==> src/design/srwt_pkg.sv <==
// package: constants and carriers for the supervisor reset/watchdog timing
package srwt_pkg;
    // ------------------------------------------------------------
    // clock
    // ------------------------------------------------------------
    localparam int CLK_NS = 100;
    // ------------------------------------------------------------
    // times in their own units
    // ------------------------------------------------------------
    localparam int POR_50_MS      = 50;
    localparam int POR_200_MS     = 200;
    localparam int POR_400_MS     = 400;
    localparam int POR_800_MS     = 800;
    localparam int WDT_1400_MS    = 1400;
    localparam int WDT_200_MS     = 200;
    localparam int WDT_25_MS      = 25;
    localparam int TO_LONG_MS     = 200;
    localparam int TO_SHORT_US    = 25000;
    localparam int NVW_TYP_MS     = 5;
    localparam int NVW_MAX_MS     = 10;
    localparam int RSP_MIN_NS     = 1000;
    localparam int MD_MIN_NS      = 500;
    localparam int LR_TYP_NS      = 500;
    localparam int GLITCH_NS      = 50;
    // ------------------------------------------------------------
    // derived cycle counts
    // ------------------------------------------------------------
    localparam int CYC_PER_MS     = 1000000 / CLK_NS;
    localparam int POR_50_CYC     = POR_50_MS * CYC_PER_MS;
    localparam int POR_200_CYC    = POR_200_MS * CYC_PER_MS;
    localparam int POR_400_CYC    = POR_400_MS * CYC_PER_MS;
    localparam int POR_800_CYC    = POR_800_MS * CYC_PER_MS;
    localparam int WDT_1400_CYC   = WDT_1400_MS * CYC_PER_MS;
    localparam int WDT_200_CYC    = WDT_200_MS * CYC_PER_MS;
    localparam int WDT_25_CYC     = WDT_25_MS * CYC_PER_MS;
    localparam int TO_LONG_CYC    = TO_LONG_MS * CYC_PER_MS;
    localparam int TO_SHORT_CYC   = TO_SHORT_US * 1000 / CLK_NS;
    localparam int NVW_CYC        = NVW_TYP_MS * CYC_PER_MS;
    localparam int RSP_CYC        = (RSP_MIN_NS + CLK_NS - 1) / CLK_NS;
    localparam int MD_CYC         = (MD_MIN_NS + CLK_NS - 1) / CLK_NS;
    localparam int LR_CYC_RAW     = LR_TYP_NS / CLK_NS;
    localparam int LR_CYC         = LR_CYC_RAW < 1 ? 1 : LR_CYC_RAW;
    localparam int GLITCH_CYC_RAW = (GLITCH_NS + CLK_NS - 1) / CLK_NS;
    localparam int GLITCH_CYC     = GLITCH_CYC_RAW < 1 ? 1 : GLITCH_CYC_RAW;
    // ------------------------------------------------------------
    // settings
    // ------------------------------------------------------------
    localparam logic [1:0] POR_SEL_RST = 2'h1;
    localparam logic [1:0] WDT_SEL_RST = 2'h3;
    localparam logic [1:0] WDT_SEL_OFF = 2'h3;
    localparam logic [1:0] WDT_SEL_25  = 2'h2;
    localparam int CNT_W = 24;

    typedef struct packed {
        logic [1:0] por_sel;
        logic [1:0] wdt_sel;
    } srwt_cfg_s;

    typedef enum logic [2:0] {
        SR_POR, SR_RUN, SR_WDT_RST, SR_MAN_RST, SR_LOW_RST
    } srwt_state_e;
endpackage

==> src/design/srwt_top.sv <==
// supervisor reset and watchdog timing core
module srwt_top
    import srwt_pkg::*;
#(
    parameter int POR_50   = POR_50_CYC,
    parameter int POR_200  = POR_200_CYC,
    parameter int POR_400  = POR_400_CYC,
    parameter int POR_800  = POR_800_CYC,
    parameter int WDT_1400 = WDT_1400_CYC,
    parameter int WDT_200  = WDT_200_CYC,
    parameter int WDT_25   = WDT_25_CYC,
    parameter int TO_LONG  = TO_LONG_CYC,
    parameter int TO_SHORT = TO_SHORT_CYC,
    parameter int NVW      = NVW_CYC
) (
    input  wire logic              clk,
    input  wire logic              rst_n,
    input  wire srwt_pkg::srwt_cfg_s cfg,
    input  wire logic              supply_low,
    input  wire logic              manual_reset_in,
    input  wire logic              wdt_restart,
    input  wire logic              write_stop,
    output logic                   reset_out,
    output logic                   low_supply_warn,
    output logic                   nv_busy
);
    import srwt_pkg::*;

    // ------------------------------------------------------------
    // helpers
    // ------------------------------------------------------------
    function automatic logic [CNT_W-1:0] por_len(input logic [1:0] s);
        case (s)
            2'h0:    por_len = CNT_W'(POR_50);
            2'h1:    por_len = CNT_W'(POR_200);
            2'h2:    por_len = CNT_W'(POR_400);
            default: por_len = CNT_W'(POR_800);
        endcase
    endfunction

    function automatic logic [CNT_W-1:0] wdt_len(input logic [1:0] s);
        case (s)
            2'h0:    wdt_len = CNT_W'(WDT_1400);
            2'h1:    wdt_len = CNT_W'(WDT_200);
            default: wdt_len = CNT_W'(WDT_25);
        endcase
    endfunction

    // ------------------------------------------------------------
    // glitch filters: level must hold GLITCH_CYC+2 samples
    // ------------------------------------------------------------
    logic [3:0] raw, filt, next_filt;
    logic [3:0] prev, next_prev;
    logic [3:0] hold [4];
    logic [3:0] next_hold [4];
    assign raw = {write_stop, wdt_restart, manual_reset_in, supply_low};

    always_comb begin
        next_prev = raw;
        next_filt = filt;
        for (int i = 0; i < 4; i++) begin
            next_hold[i] = hold[i];
            if (raw[i] != prev[i]) begin
                next_hold[i] = 4'h0;
            end else if (hold[i] < 4'(GLITCH_CYC)) begin
                next_hold[i] = hold[i] + 4'h1;
            end else begin
                next_filt[i] = raw[i];
            end
        end
    end

    always_ff @(posedge clk) begin
        if (!rst_n) begin
            prev <= 4'h0;
            filt <= 4'h0;
            for (int i = 0; i < 4; i++) hold[i] <= 4'h0;
        end else begin
            prev <= next_prev;
            filt <= next_filt;
            for (int i = 0; i < 4; i++) hold[i] <= next_hold[i];
        end
    end

    // ------------------------------------------------------------
    // restart pulse width and stop edge
    // ------------------------------------------------------------
    logic [3:0] rsp_cnt, next_rsp_cnt;
    logic       rsp_done, next_rsp_done;
    logic       stop_d, next_stop_d;
    logic       restart_evt, stop_evt;
    // short restart pulses are dropped on purpose: the host owes 1 us
    assign restart_evt = filt[2] && !rsp_done &&
                         rsp_cnt >= 4'(RSP_CYC - 1);
    assign stop_evt = filt[3] && !stop_d;

    always_comb begin
        next_stop_d   = filt[3];
        next_rsp_cnt  = filt[2] ? (rsp_cnt == 4'hf ? rsp_cnt
                                   : rsp_cnt + 4'h1) : 4'h0;
        next_rsp_done = filt[2] && (rsp_done || restart_evt);
    end

    always_ff @(posedge clk) begin
        if (!rst_n) begin
            rsp_cnt  <= 4'h0;
            rsp_done <= 1'b0;
            stop_d   <= 1'b0;
        end else begin
            rsp_cnt  <= next_rsp_cnt;
            rsp_done <= next_rsp_done;
            stop_d   <= next_stop_d;
        end
    end

    // ------------------------------------------------------------
    // reset sequencer
    // ------------------------------------------------------------
    srwt_state_e state, next_state;
    logic [CNT_W-1:0] cnt, next_cnt, wdt, next_wdt;
    logic [3:0]       md, next_md, lr, next_lr;
    logic             next_reset, next_warn;
    logic             wdt_on;
    assign wdt_on = cfg.wdt_sel != WDT_SEL_OFF;

    always_comb begin
        next_state = state;
        next_cnt   = cnt;
        next_wdt   = wdt;
        next_md    = filt[1] ? (md == 4'hf ? md : md + 4'h1) : 4'h0;
        next_lr    = filt[0] ? (lr == 4'hf ? lr : lr + 4'h1) : 4'h0;
        next_warn  = filt[0];
        next_reset = reset_out;
        case (state)
            SR_POR: begin
                next_reset = 1'b1;
                if (filt[0]) begin
                    next_cnt = '0;
                end else if (cnt + 1'b1 >= por_len(cfg.por_sel)) begin
                    next_state = SR_RUN;
                    next_reset = 1'b0;
                    next_wdt   = '0;
                end else begin
                    next_cnt = cnt + 1'b1;
                end
            end
            SR_RUN: begin
                next_reset = 1'b0;
                if (filt[0] && lr >= 4'(LR_CYC)) begin
                    next_state = SR_LOW_RST;
                    next_reset = 1'b1;
                end else if (filt[1] && md >= 4'(MD_CYC - 1)) begin
                    next_state = SR_MAN_RST;
                    next_reset = 1'b1;
                end else if (!wdt_on || restart_evt) begin
                    next_wdt = '0;
                end else if (wdt + 1'b1 >= wdt_len(cfg.wdt_sel)) begin
                    next_state = SR_WDT_RST;
                    next_reset = 1'b1;
                    next_cnt   = '0;
                end else begin
                    next_wdt = wdt + 1'b1;
                end
            end
            SR_WDT_RST: begin
                next_reset = 1'b1;
                if (cnt + 1'b1 >= (cfg.wdt_sel == WDT_SEL_25 ?
                        CNT_W'(TO_SHORT) : CNT_W'(TO_LONG))) begin
                    next_state = SR_RUN;
                    next_reset = 1'b0;
                    next_wdt   = '0;
                end else begin
                    next_cnt = cnt + 1'b1;
                end
            end
            SR_MAN_RST: begin
                next_reset = 1'b1;
                // release reuses the power-on delay once the button lets go
                if (!filt[1]) begin
                    next_state = SR_POR;
                    next_cnt   = '0;
                end
            end
            SR_LOW_RST: begin
                next_reset = 1'b1;
                if (!filt[0]) begin
                    next_state = SR_POR;
                    next_cnt   = '0;
                end
            end
            default: begin
                next_state = SR_POR;
                next_cnt   = '0;
            end
        endcase
    end

    always_ff @(posedge clk) begin
        if (!rst_n) begin
            state           <= SR_POR;
            cnt             <= '0;
            wdt             <= '0;
            md              <= 4'h0;
            lr              <= 4'h0;
            reset_out       <= 1'b1;
            low_supply_warn <= 1'b0;
        end else begin
            state           <= next_state;
            cnt             <= next_cnt;
            wdt             <= next_wdt;
            md              <= next_md;
            lr              <= next_lr;
            reset_out       <= next_reset;
            low_supply_warn <= next_warn;
        end
    end

    // ------------------------------------------------------------
    // self-timed nonvolatile write
    // ------------------------------------------------------------
    logic [CNT_W-1:0] nvc, next_nvc;
    logic             next_busy;

    always_comb begin
        next_nvc  = nvc;
        next_busy = nv_busy;
        if (nv_busy) begin
            if (nvc + 1'b1 >= CNT_W'(NVW)) begin
                next_busy = 1'b0;
            end else begin
                next_nvc = nvc + 1'b1;
            end
        end else if (stop_evt) begin
            next_busy = 1'b1;
            next_nvc  = '0;
        end
    end

    always_ff @(posedge clk) begin
        if (!rst_n) begin
            nvc     <= '0;
            nv_busy <= 1'b0;
        end else begin
            nvc     <= next_nvc;
            nv_busy <= next_busy;
        end
    end

    // ------------------------------------------------------------
    // checks
    // ------------------------------------------------------------
    AST_POR_HOLD: assert property (@(posedge clk) disable iff (!rst_n)
        state == SR_POR |-> reset_out)
        else $error("reset low during power-on delay");
    AST_WDT_OFF: assert property (@(posedge clk) disable iff (!rst_n)
        state == SR_RUN && !wdt_on |=> state != SR_WDT_RST)
        else $error("watchdog fired while off");
    AST_WDT_TO: assert property (@(posedge clk) disable iff (!rst_n)
        state == SR_WDT_RST |-> reset_out)
        else $error("reset dropped in watchdog time-out");
    AST_WDT_SHORT: assert property (@(posedge clk) disable iff (!rst_n)
        state == SR_WDT_RST && cfg.wdt_sel == WDT_SEL_25
        |-> cnt < CNT_W'(TO_SHORT))
        else $error("short time-out overran");
    AST_MR_DELAY: assert property (@(posedge clk) disable iff (!rst_n)
        $rose(manual_reset_in) && state == SR_RUN && !filt[0]
        |=> (!reset_out) [*4])
        else $error("manual reset acted too fast");
    AST_WARN_LEADS: assert property (@(posedge clk) disable iff (!rst_n)
        state == SR_RUN ##1 state == SR_LOW_RST
        |-> $past(low_supply_warn, LR_CYC))
        else $error("reset before low-supply warning");
    AST_GLITCH: assert property (@(posedge clk) disable iff (!rst_n)
        $rose(filt[1])
        |-> $past(manual_reset_in) && $past(manual_reset_in, 2))
        else $error("glitch passed filter");
    AST_NV_LEN: assert property (@(posedge clk) disable iff (!rst_n)
        nv_busy |-> nvc < CNT_W'(NVW))
        else $error("write cycle overran");
    AST_RESTART: assert property (@(posedge clk) disable iff (!rst_n)
        state == SR_RUN && wdt_on && restart_evt && !filt[0] && !filt[1]
        |=> wdt == '0)
        else $error("restart did not reload watchdog");
    COV_WDT: cover property (@(posedge clk) state == SR_WDT_RST);
    COV_MAN: cover property (@(posedge clk) state == SR_MAN_RST);
    COV_LOW: cover property (@(posedge clk) state == SR_LOW_RST);
    COV_NV:  cover property (@(posedge clk) $fell(nv_busy));
endmodule

==> config.mk <==
export PLATFORM = sky130hd
export DESIGN_NAME = srwt_top
export DESIGN_NICKNAME = d
export VERILOG_FILES = /design/src/design/srwt_pkg.sv /design/src/design/srwt_top.sv
export SDC_FILE = /design/constraint.sdc
export NUM_CORES = 1
export LEC_CHECK = 0
export BUFFER_PORTS_ARGS = -buffer_cell sky130_fd_sc_hd__buf_2
export CELL_PAD_IN_SITES_DETAIL_PLACEMENT = 0
export CELL_PAD_IN_SITES_GLOBAL_PLACEMENT = 2
export CORE_ASPECT_RATIO = 1.2
export CORE_MARGIN = 1.5
export CORE_UTILIZATION = 42
export CTS_BUF_LIST = sky130_fd_sc_hd__clkbuf_16
export CTS_CLUSTER_SIZE = 30
export DETAILED_ROUTE_END_ITERATION = 10
export PLACE_DENSITY_LB_ADDON = 0.1
export SLEW_MARGIN = 25
export SYNTH_ARGS = -nofsm -noshare
export SYNTH_HDL_FRONTEND = slang
export SYNTH_SLANG_ARGS = --single-unit
==> constraint.sdc <==
create_clock -name clk -period 11.15 [get_ports clk]
set_input_delay 2.7875 -clock clk [delete_from_list [all_inputs] [get_ports clk]]
set_output_delay 2.7875 -clock clk [all_outputs]
set_load 0.01 [all_outputs]
==> reports/qor.yml, run 1 <==
finClkSkew_ns: 0.00757
cts_resized: 0
n_antenna_cell: 0
die_w_um: 124
cts_tree: "yes"
grt_pass1_wl_mm: 30.7
status: "finished clean"
syn_area_per_cell_um2: 7.92
vias: 6662
fin_nets: 990
grt_remaining_overflow: 0
critPathBufInv: 1
fmax_ghz: 0.179
numCtsBuffers: 17
synth_edf_count: 0
track_usage_pct: 21.0
hold_viol: 0
r2r-end: "cnt[4]"
setup_viol: 0
tightestPinTransition_ns: 1.01
cts_max_level: 4
synth_top_area_cell: "dfxtp_1"
ys.warnings.count: 0
pre_cts_slack_ns: 5.18
hpwl_mm: 13.1
postPlaceCellArea_mm2: 0.00755
powerDensity_mw_per_mm2: 129
start_kind: "input port"
leakage_nw: 3.11
final.period_utilization_pct: 50.0
ys_top_cells_by_area: "dfxtp_1 32%, ha_1 9.7%, o21ai_0 5.1%"
cp_cell_sequence: "buf_2, or2_2, ha_1, a21oi_1, nor2b_1, o21ai_0, nand2_1, a211oi_1, o21ai_1, nor3_1, a21oi_1, nor3_1"
cp-startpoint: "cfg[1]"
rsz0062_at_grt: "no"
synth_cell_types: 67
power_w: 0.00105
async_reset_ff_share_pct: 0
via_per_inst: 5.79
port-buffer-count: 12
drive_above_1_share_pct: 6.52
hp-class: "register to register"
grt_pass1_vias: 6366
postRouteAntennaNets: 0
critPathCaptureType: "register"
first_pass_iters: 6
clk_latency_ns: 0.41
core_mm2: 0.0170
critPathMaxFanout: 8
maxSlewViolCount: 0
grt_max_degree: 48
setup_tns_ns: 0
final_common_cell: "dfxtp_1"
yosys.area.top_type_share_pct: 31.6
antenna_found_initial: 0
ioPinCount: 13
min_period_ns: 5.57
first_iter_violations: 363
drc: 0
cts.sinks: 116
slew_headroom_pct: 31.9
syn_area_mm2: 0.00734
r2r-start: "cnt[0]"
crit_end: "wdt[13]"
setup_slack_ns: 5.58
worstSetupPathDepth: 12
cp.arrival_ns: 5.90
dieArea_mm2: 0.0183
syn_nets: 994
cap_violations: 0
num_rows: 52
cp_slowest_cell: "nor3_1"
die_y_um: 148
reg2reg_depth: 18
syn_inst: 927
wire_per_inst_um: 15.8
yosysSeqAreaShare_pct: 31.6
start_util_pct: 43.2
clkTransAtPathRegs_ns: 0.06
cp_top_family: "simple AND/OR/NAND/NOR gates"
required_ns: 11.48
wl_mm: 18.1
gp_congestion: 0.876
max_stage_delay_ns: 0.87
ctsHoldBuffers: 0
critical_path_class: "input port to register"
ys.flop_type: "dfxtp_1"
peakVddDrop_mv: 0.106
ff2ff_setup_slack_ns: 5.76
cts_root_buffer: "clkbuf_16"
ys_seq_elements: 116
fin_area_mm2: 0.00815
mostFrequentLayoutCells: "116 x dfxtp_1, 86 x nand2_1, 77 x nor2_1, 75 x o21ai_0, 58 x nand3_1"
cts_setup_buffers: 0
area_delta_synth_final_pct: 11.1
cts_buffer_depth: 2
[logic make-up after synthesis]
family | share of synthesized area, %
AOI/OAI and AO/OA | 19.8
xor gates and xnor gates | 5.97
adders and majority gates | 9.72
buffers and inverters | 4.48
DFF | 31.6
muxes | 2.10
and+or+nand+nor | 26.3
[power by group]
group / switching, W / internal (W)
Sequential: 0.00000797 / 0.000422
Clock: 0.000190 / 0.000367
Combinational: 0.0000401 / 0.0000234
Total: 0.000238 / 0.000813
[worst reg2reg max path: stages, from the launching register on]
cell	delay [ns]
dfxtp_1	0.44
ha_1	0.30
nand3_1	0.32
nor4_1	0.40
buf_4	0.23
and4_1	0.29
and3_1	0.26
and3_1	0.20
xor2_1	0.39
ha_1	0.21
and4b_1	0.21
nand3_1	0.11
a211oi_1	0.19
o31ai_1	0.12
o211ai_1	0.37
o221ai_1	0.23
a31oi_2	0.68
o21ai_0	0.24
o31ai_1	0.11
[metal layers]
layer	vias up	GRT usage, %	routed length, µm
li1	3355	-	-
met4	0	7.99	355
met5	-	0	0
met1	3170	27.0	8480
met3	25	3.94	603
met2	112	34.7	8690
[area by class of cell]
cell class | instances | area, µm²
flip-flops and latches | 116 | 2320
clock buffers | 17 | 425
fillers | 1654 | 8830
well taps | 216 | 270
repair buffers | 19 | 113
multi-input cells | 727 | 4690
inverters | 42 | 158
clock inverters | 14 | 170
[worst min path at each step]
stage | start | to | cells past startpoint
global route | rsp_done | rsp_done | 2
finish | rsp_done | rsp_done | 2
CTS | rsp_done | rsp_done | 2
global placement | rsp_done | rsp_done | 2
floorplan | rsp_done | rsp_done | 2
detailed placement | rsp_done | rsp_done | 2
[sequential cells by signal, summed over array words and instances, names as in the netlist]
| register | count |
|---|---|
| cnt | 24 |
| filt | 4 |
| hold | 16 |
| low_supply_warn | 1 |
| lr | 4 |
| md | 4 |
| nv_busy | 1 |
| nvc | 24 |
| prev | 4 |
| reset_out | 1 |
| rsp_cnt | 4 |
| rsp_done | 1 |
| state | 3 |
| stop_d | 1 |
| wdt | 24 |
[per-stage QoR]
step / hold WS [ns] / util (%) / instances
after floorplan: 0.426 / - / 927
after global placement: 0.433 / 44.5 / 1120
after detailed placement: 0.440 / 44.5 / 1120
after CTS: 0.449 / 48.0 / 1151
after global routing: 0.486 / 48.0 / 1151
final: 0.445 / 48.0 / 1151
[synthesized netlist by cell type (3+ instances only)]
library cell	count
or3_1	8
mux2_2	3
nor3b_1	11
clkbuf_1	32
a2bb2oi_1	3
a21o_1	11
and3_1	14
a31o_1	3
nand3_1	58
o21ai_1	4
a221oi_1	3
nor2_1	77
a221o_1	3
and2_1	24
ha_1	57
nor3_1	25
o31ai_1	15
nor2b_1	6
a32o_1	4
buf_2	7
a31oi_1	6
xnor2_1	36
or4_1	3
o22ai_1	4
nand2b_1	10
o21a_1	7
a21oi_1	46
a22o_1	5
a211oi_1	7
o21ai_0	75
mux2i_1	12
xor2_1	14
nand2_1	86
dfxtp_1	116
nor4_1	10
o211ai_1	3
and4_1	10
or2_2	5
nand4_1	24
inv_1	42
Power figures use the tool's default switching activity.
==> run 2: changes to the inputs <==
- ABC_AREA: default -> 1
- CORE_UTILIZATION: 42 -> 33
- clock period: 11.15 -> 4.7 ns (I/O delays scaled with it)
==> reports/qor.yml, run 2 <==
synth_top_area_cell: "dfxtp_1"
cp_top_family: "simple AND/OR/NAND/NOR gates"
yosysMostFrequentCell: "nand2_1"
critPathCaptureType: "register"
maxSlewViolCount: 0
layout.cells.non_filler: 1534
dp.cells: 1502
dieArea_mm2: 0.0249
cts_tree: "yes"
first_pass_iters: 4
syn_area_per_cell_um2: 6.57
min_period_ns: 3.93
drc: 0
async_reset_ff_share_pct: 0
final_common_cell: "nand2_1"
cp_cell_sequence: "ha_1, nand2_1, nor2_1, nand2_1, inv_1, nand2_1, or3_1, nor2_1, xor2_1, inv_1, ha_1, nand2_1, nor2_1, nand3_1, nand2_1, nor2_1, nand2_1, nand2_1, nand2_1, nor2_4, nand3_4, a21oi_1, nor2_1"
hold_viol: 0
wl_mm: 20.3
setup_tns_ns: 0
cts_resized: 0
setup_viol: 0
port-buffer-count: 12
antenna_found_initial: 0
r2r-end: "wdt[14]"
status: "finished clean"
powerDensity_mw_per_mm2: 446
core_mm2: 0.0234
reg_top3: "cnt x24, nvc x24, wdt x24"
grt_pass1_wl_mm: 34.0
yosysSeqAreaShare_pct: 29.4
slew_headroom_pct: 54.7
first_iter_violations: 260
rsz0062_at_grt: "no"
reg2reg_depth: 23
grt_remaining_overflow: 0
mostFrequentLayoutCells: "289 x nand2_1, 161 x inv_1, 147 x nor2_1, 116 x dfxtp_1"
fin_area_mm2: 0.00880
ys.warnings.count: 0
critPathMaxFanout: 43
clk_latency_ns: 0.43
peakVddDrop_mv: 0.218
vias: 7222
fin_nets: 1273
grt_max_degree: 44
synth_cell_types: 42
yosys.area.top_type_share_pct: 29.4
n_antenna_cell: 0
track_usage_pct: 17.4
cts_buffer_depth: 2
wire_per_inst_um: 13.3
cp-startpoint: "wdt[1]"
ys.flop_type: "dfxtp_1"
critical_path_class: "register to register"
cp_slowest_cell: "nand3_4"
area_delta_synth_final_pct: 11.5
synthTopCellsByCount: "289 x nand2_1, 161 x inv_1, 148 x nor2_1, 116 x dfxtp_1, 92 x a21oi_1"
die_y_um: 172
finClkSkew_ns: 0.00905
die_w_um: 144
postRouteAntennaNets: 0
r2r-start: "wdt[1]"
grt_pass1_vias: 7026
critPathBufInv: 2
leakage_nw: 3.94
start_util_pct: 33.8
fmax_ghz: 0.254
required_ns: 5.02
syn_area_mm2: 0.00789
hp-class: "register to register"
ys_top_cells_by_area: "dfxtp_1 29%, nand2_1 14%, ha_1 9.0%"
final.period_utilization_pct: 83.7
cap_violations: 0
cts_root_buffer: "clkbuf_16"
tightestPinTransition_ns: 0.674
hpwl_mm: 15.2
cts.sinks: 116
ctsHoldBuffers: 0
ys_seq_elements: 116
crit_end: "wdt[14]"
drive_above_1_share_pct: 7.71
max_stage_delay_ns: 0.42
ioPinCount: 13
num_rows: 61
ff2ff_setup_slack_ns: 0.77
synth_edf_count: 0
gp_congestion: 0.792
worstSetupPathDepth: 23
final_core_util_pct: 37.7
crit_top_cell: "nand2_1"
start_kind: "register"
via_per_inst: 4.71
cp.arrival_ns: 4.25
syn_inst: 1201
cts_setup_buffers: 0
whs_ns: 0.437
syn_nets: 1268
clkTransAtPathRegs_ns: 0.07
postPlaceCellArea_mm2: 0.00821
cts_max_level: 4
numCtsBuffers: 17
## run 2: cell count changes in the layout (fill, tap and decap cells not counted), moves of 33 or more
cell,before,now
nand3_1,58,91
nand2_1,86,289
o21ai_0,75,28
inv_1,44,161
a21oi_1,46,91
nor2_1,77,147
## run 2: logic make-up (layout without fill, tap and decap cells)
logic type	after synthesis	in the layout	share of synthesized area (%)
AND/OR/NAND/NOR	645	645	36.8
AO/OA/AOI/OAI	142	142	9.56
adder cells (fa/ha/maj)	57	57	9.04
XOR/XNOR	43	43	4.77
buffers and inverters	198	216	10.4
flip-flops	116	116	29.4
## run 2: per-stage QoR
stage	total power [W]	setup slack, ns
floorplan	0.00235	1.54
global placement	0.00263	0.739
detailed placement	0.00263	0.719
CTS	0.00399	0.694
global route	0.00426	0.181
finish	0.00392	0.765
## run 2: area by class of cell
type	count	area [µm²]
Sequential cell	116	2320
Tap cell	315	394
Clock inverter	15	163
Inverter	163	612
Timing Repair Buffer	21	128
Multi-Input combinational cell	887	4760
Fill cell	2665	14600
Clock buffer	17	425
## run 2: worst min path at each step
stage               startpoint         end  slack (ns)  cells past startpoint
CTS                    cnt[23]     cnt[23]        0.44                      2
global placement    hold[2][3]  hold[2][3]        0.43                      2
floorplan           hold[3][3]  hold[3][3]        0.42                      2
global route        hold[2][3]  hold[2][3]        0.46                      2
detailed placement  hold[0][3]  hold[0][3]        0.43                      2
finish                 cnt[23]     cnt[23]        0.44                      2
## run 2: worst min-delay path: cells and delay by family (launching register included)
kind             cells  cell delay (ns)
AND/OR/NAND/NOR      2             0.09
flip-flops           1             0.31
## run 2: layer usage
layer / vias to the layer above / wire length (µm) / track usage, %
met5: - / 0 / 0
met3: 18 / 408 / 3.07
met2: 58 / 10200 / 31.4
li1: 3882 / - / -
met4: 0 / 257 / 4.92
met1: 3264 / 9490 / 20.9
## run 2: power breakdown
| part | switching [W] | internal, W |
|---|---|---|
| Sequential | 0.000121 | 0.00111 |
| Clock | 0.000582 | 0.000754 |
| Combinational | 0.000885 | 0.000468 |
==> run 3: changes to the inputs <==
- ABC_AREA: 1 -> 0
- CORE_UTILIZATION: 33 -> 35
- clock period: 4.7 -> 3.4 ns (I/O delays scaled with it)
==> reports/qor.yml, run 3 (synthesis results as in run 1) <==
numCtsBuffers: 17
port-buffer-count: 12
final_common_cell: "buf_4"
n_antenna_cell: 0
die_y_um: 162
core_mm2: 0.0204
hpwl_mm: 15.8
peakVddDrop_mv: 0.344
antenna_found_initial: 0
leakage_nw: 4.16
drc: 0
ctsHoldBuffers: 0
hp-class: "register to register"
fin_nets: 1165
whs_ns: 0.447
hold_viol: 0
grt_pass1_wl_mm: 36.1
slew_headroom_pct: 52.8
area_delta_synth_final_pct: 43.7
powerDensity_mw_per_mm2: 330
setup_tns_ns: -18.76
violations: "negative setup slack"
final.period_utilization_pct: 114
min_period_ns: 3.86
required_ns: 3.70
cts.sinks: 116
start_kind: "register"
fmax_ghz: 0.259
vias: 7384
comb_power_share_pct: 8.5
grt_max_degree: 26
num_rows: 57
p_switching_w: 0.000946
cap_violations: 0
mostFrequentLayoutCells: "158 x buf_4, 100 x dfxtp_1, 80 x nand2_1, 70 x nor2_1, 49 x ha_1"
die_w_um: 135
r2r-end: "cnt[19]"
grt_remaining_overflow: 0
reg2reg_depth: 20
clk_latency_ns: 0.42
critPathCaptureType: "register"
crit_top_cell: "buf_4"
setup_viol: 51
wl_mm: 22.6
postRouteAntennaNets: 0
rsz0062_at_grt: "yes"
start_util_pct: 36.0
status: "complete, but fails checks"
critical_path_class: "register to register"
min_path_cells: 2
cp.arrival_ns: 4.17
cts_tree: "yes"
cts_root_buffer: "clkbuf_16"
worstHoldStart: "rsp_done"
cts_buffer_depth: 2
power.share.switching_pct: 27.2
clkTransAtPathRegs_ns: 0.06
track_usage_pct: 20.6
pwr-share-seq_pct: 40.5
min_to: "rsp_done"
cp_slowest_cell: "dfxtp_2"
finClkSkew_ns: 0.0130
first_pass_iters: 5
final_core_util_pct: 51.7
wire_per_inst_um: 16.4
p_int_w: 0.00253
grt_pass1_vias: 7335
reg_top3: "cnt x24, nvc x24, wdt x24"
first_iter_violations: 415
drive_above_1_share_pct: 34.7
critPathMaxFanout: 7
r2r-start: "cnt[10]"
cp_cell_sequence: "nand4_4, buf_6, nor4_4, and4_4, and3_4, buf_4, buf_12, xor2_4, ha_4, a21o_1, a221o_1, a2bb2oi_2, o211ai_1, buf_4, buf_4, o221ai_4, a31oi_4, buf_6, o21ai_2, o31ai_2"
setup_slack_ns: -0.464
ioPinCount: 13
dieArea_mm2: 0.0219
maxSlewViolCount: 0
tightestPinTransition_ns: 0.707
gp_congestion: 0.903
ff2ff_setup_slack_ns: -0.46
pwr-share-clk_pct: 51.0
max_stage_delay_ns: 0.35
cts_max_level: 4
via_per_inst: 5.37
run 3: final cells by class:
type / instances / area, µm²
Fill cell: 1985 / 9850
Clock buffer: 17 / 425
Tap cell: 265 / 332
Sequential cell: 116 / 2350
Inverter: 42 / 158
Multi-Input combinational cell: 727 / 5540
Clock inverter: 15 / 145
Timing Repair Buffer: 194 / 1600
run 3: how the worst max path moves through the flow:
stage          startpoint       to
3_5_place_dp      cnt[10]   wdt[3]
5_1_grt           cnt[10]  wdt[20]
6_report          cnt[10]  cnt[19]
3_3_place_gp      cnt[10]   wdt[3]
2_1_floorplan      cnt[3]   wdt[0]
4_1_cts            cnt[1]   wdt[0]
run 3: power groups by stage:
stage                     logic [W]  clock network [W]  registers, W
after global routing       0.000333            0.00187       0.00141
after floorplan            0.000165                  0       0.00144
final                      0.000297            0.00177       0.00141
after CTS                  0.000271            0.00181       0.00141
after detailed placement   0.000254                  0       0.00144
after global placement     0.000244                  0       0.00144
run 3: repair_timing:
action,4_1_cts,5_1_grt
setup buffers,18,16
hold endpoints to repair,0,0
resized for setup,100,82
endpoints found under the setup margin,51,51
gates cloned,2,2
pin swaps,32,40
run 3: critical path: cells and delay by family (launching register included):
kind                       cells  cell delay [ns]
DFF                            1             0.35
and+or+nand+nor                4             0.81
AOI/OAI and AO/OA              8             1.32
xor gates and xnor gates       1             0.18
adders and majority gates      1             0.23
buffers and inverters          6             0.86
run 3: stage by stage:
| step | std cells | total power (W) | setup WS [ns] | instance area (µm²) |
|---|---|---|---|---|
| after detailed placement | 1312 | 0.00169 | -0.639 | 8870 |
| final | 1376 | 0.00348 | -0.464 | 10500 |
| after floorplan | 927 | 0.00160 | -0.441 | 7550 |
| after global routing | 1376 | 0.00362 | -0.616 | 10500 |
| after global placement | 1312 | 0.00168 | -0.540 | 8870 |
| after CTS | 1361 | 0.00349 | -0.409 | 10000 |
run 3: per-layer routing:
layer,GRT usage [%],share of wire (%),up-vias
met5,0,0,-
met4,7.97,2.5,0
met3,3.30,2.9,33
met2,36.0,50,120
met1,25.3,44,3532
li1,-,-,3699
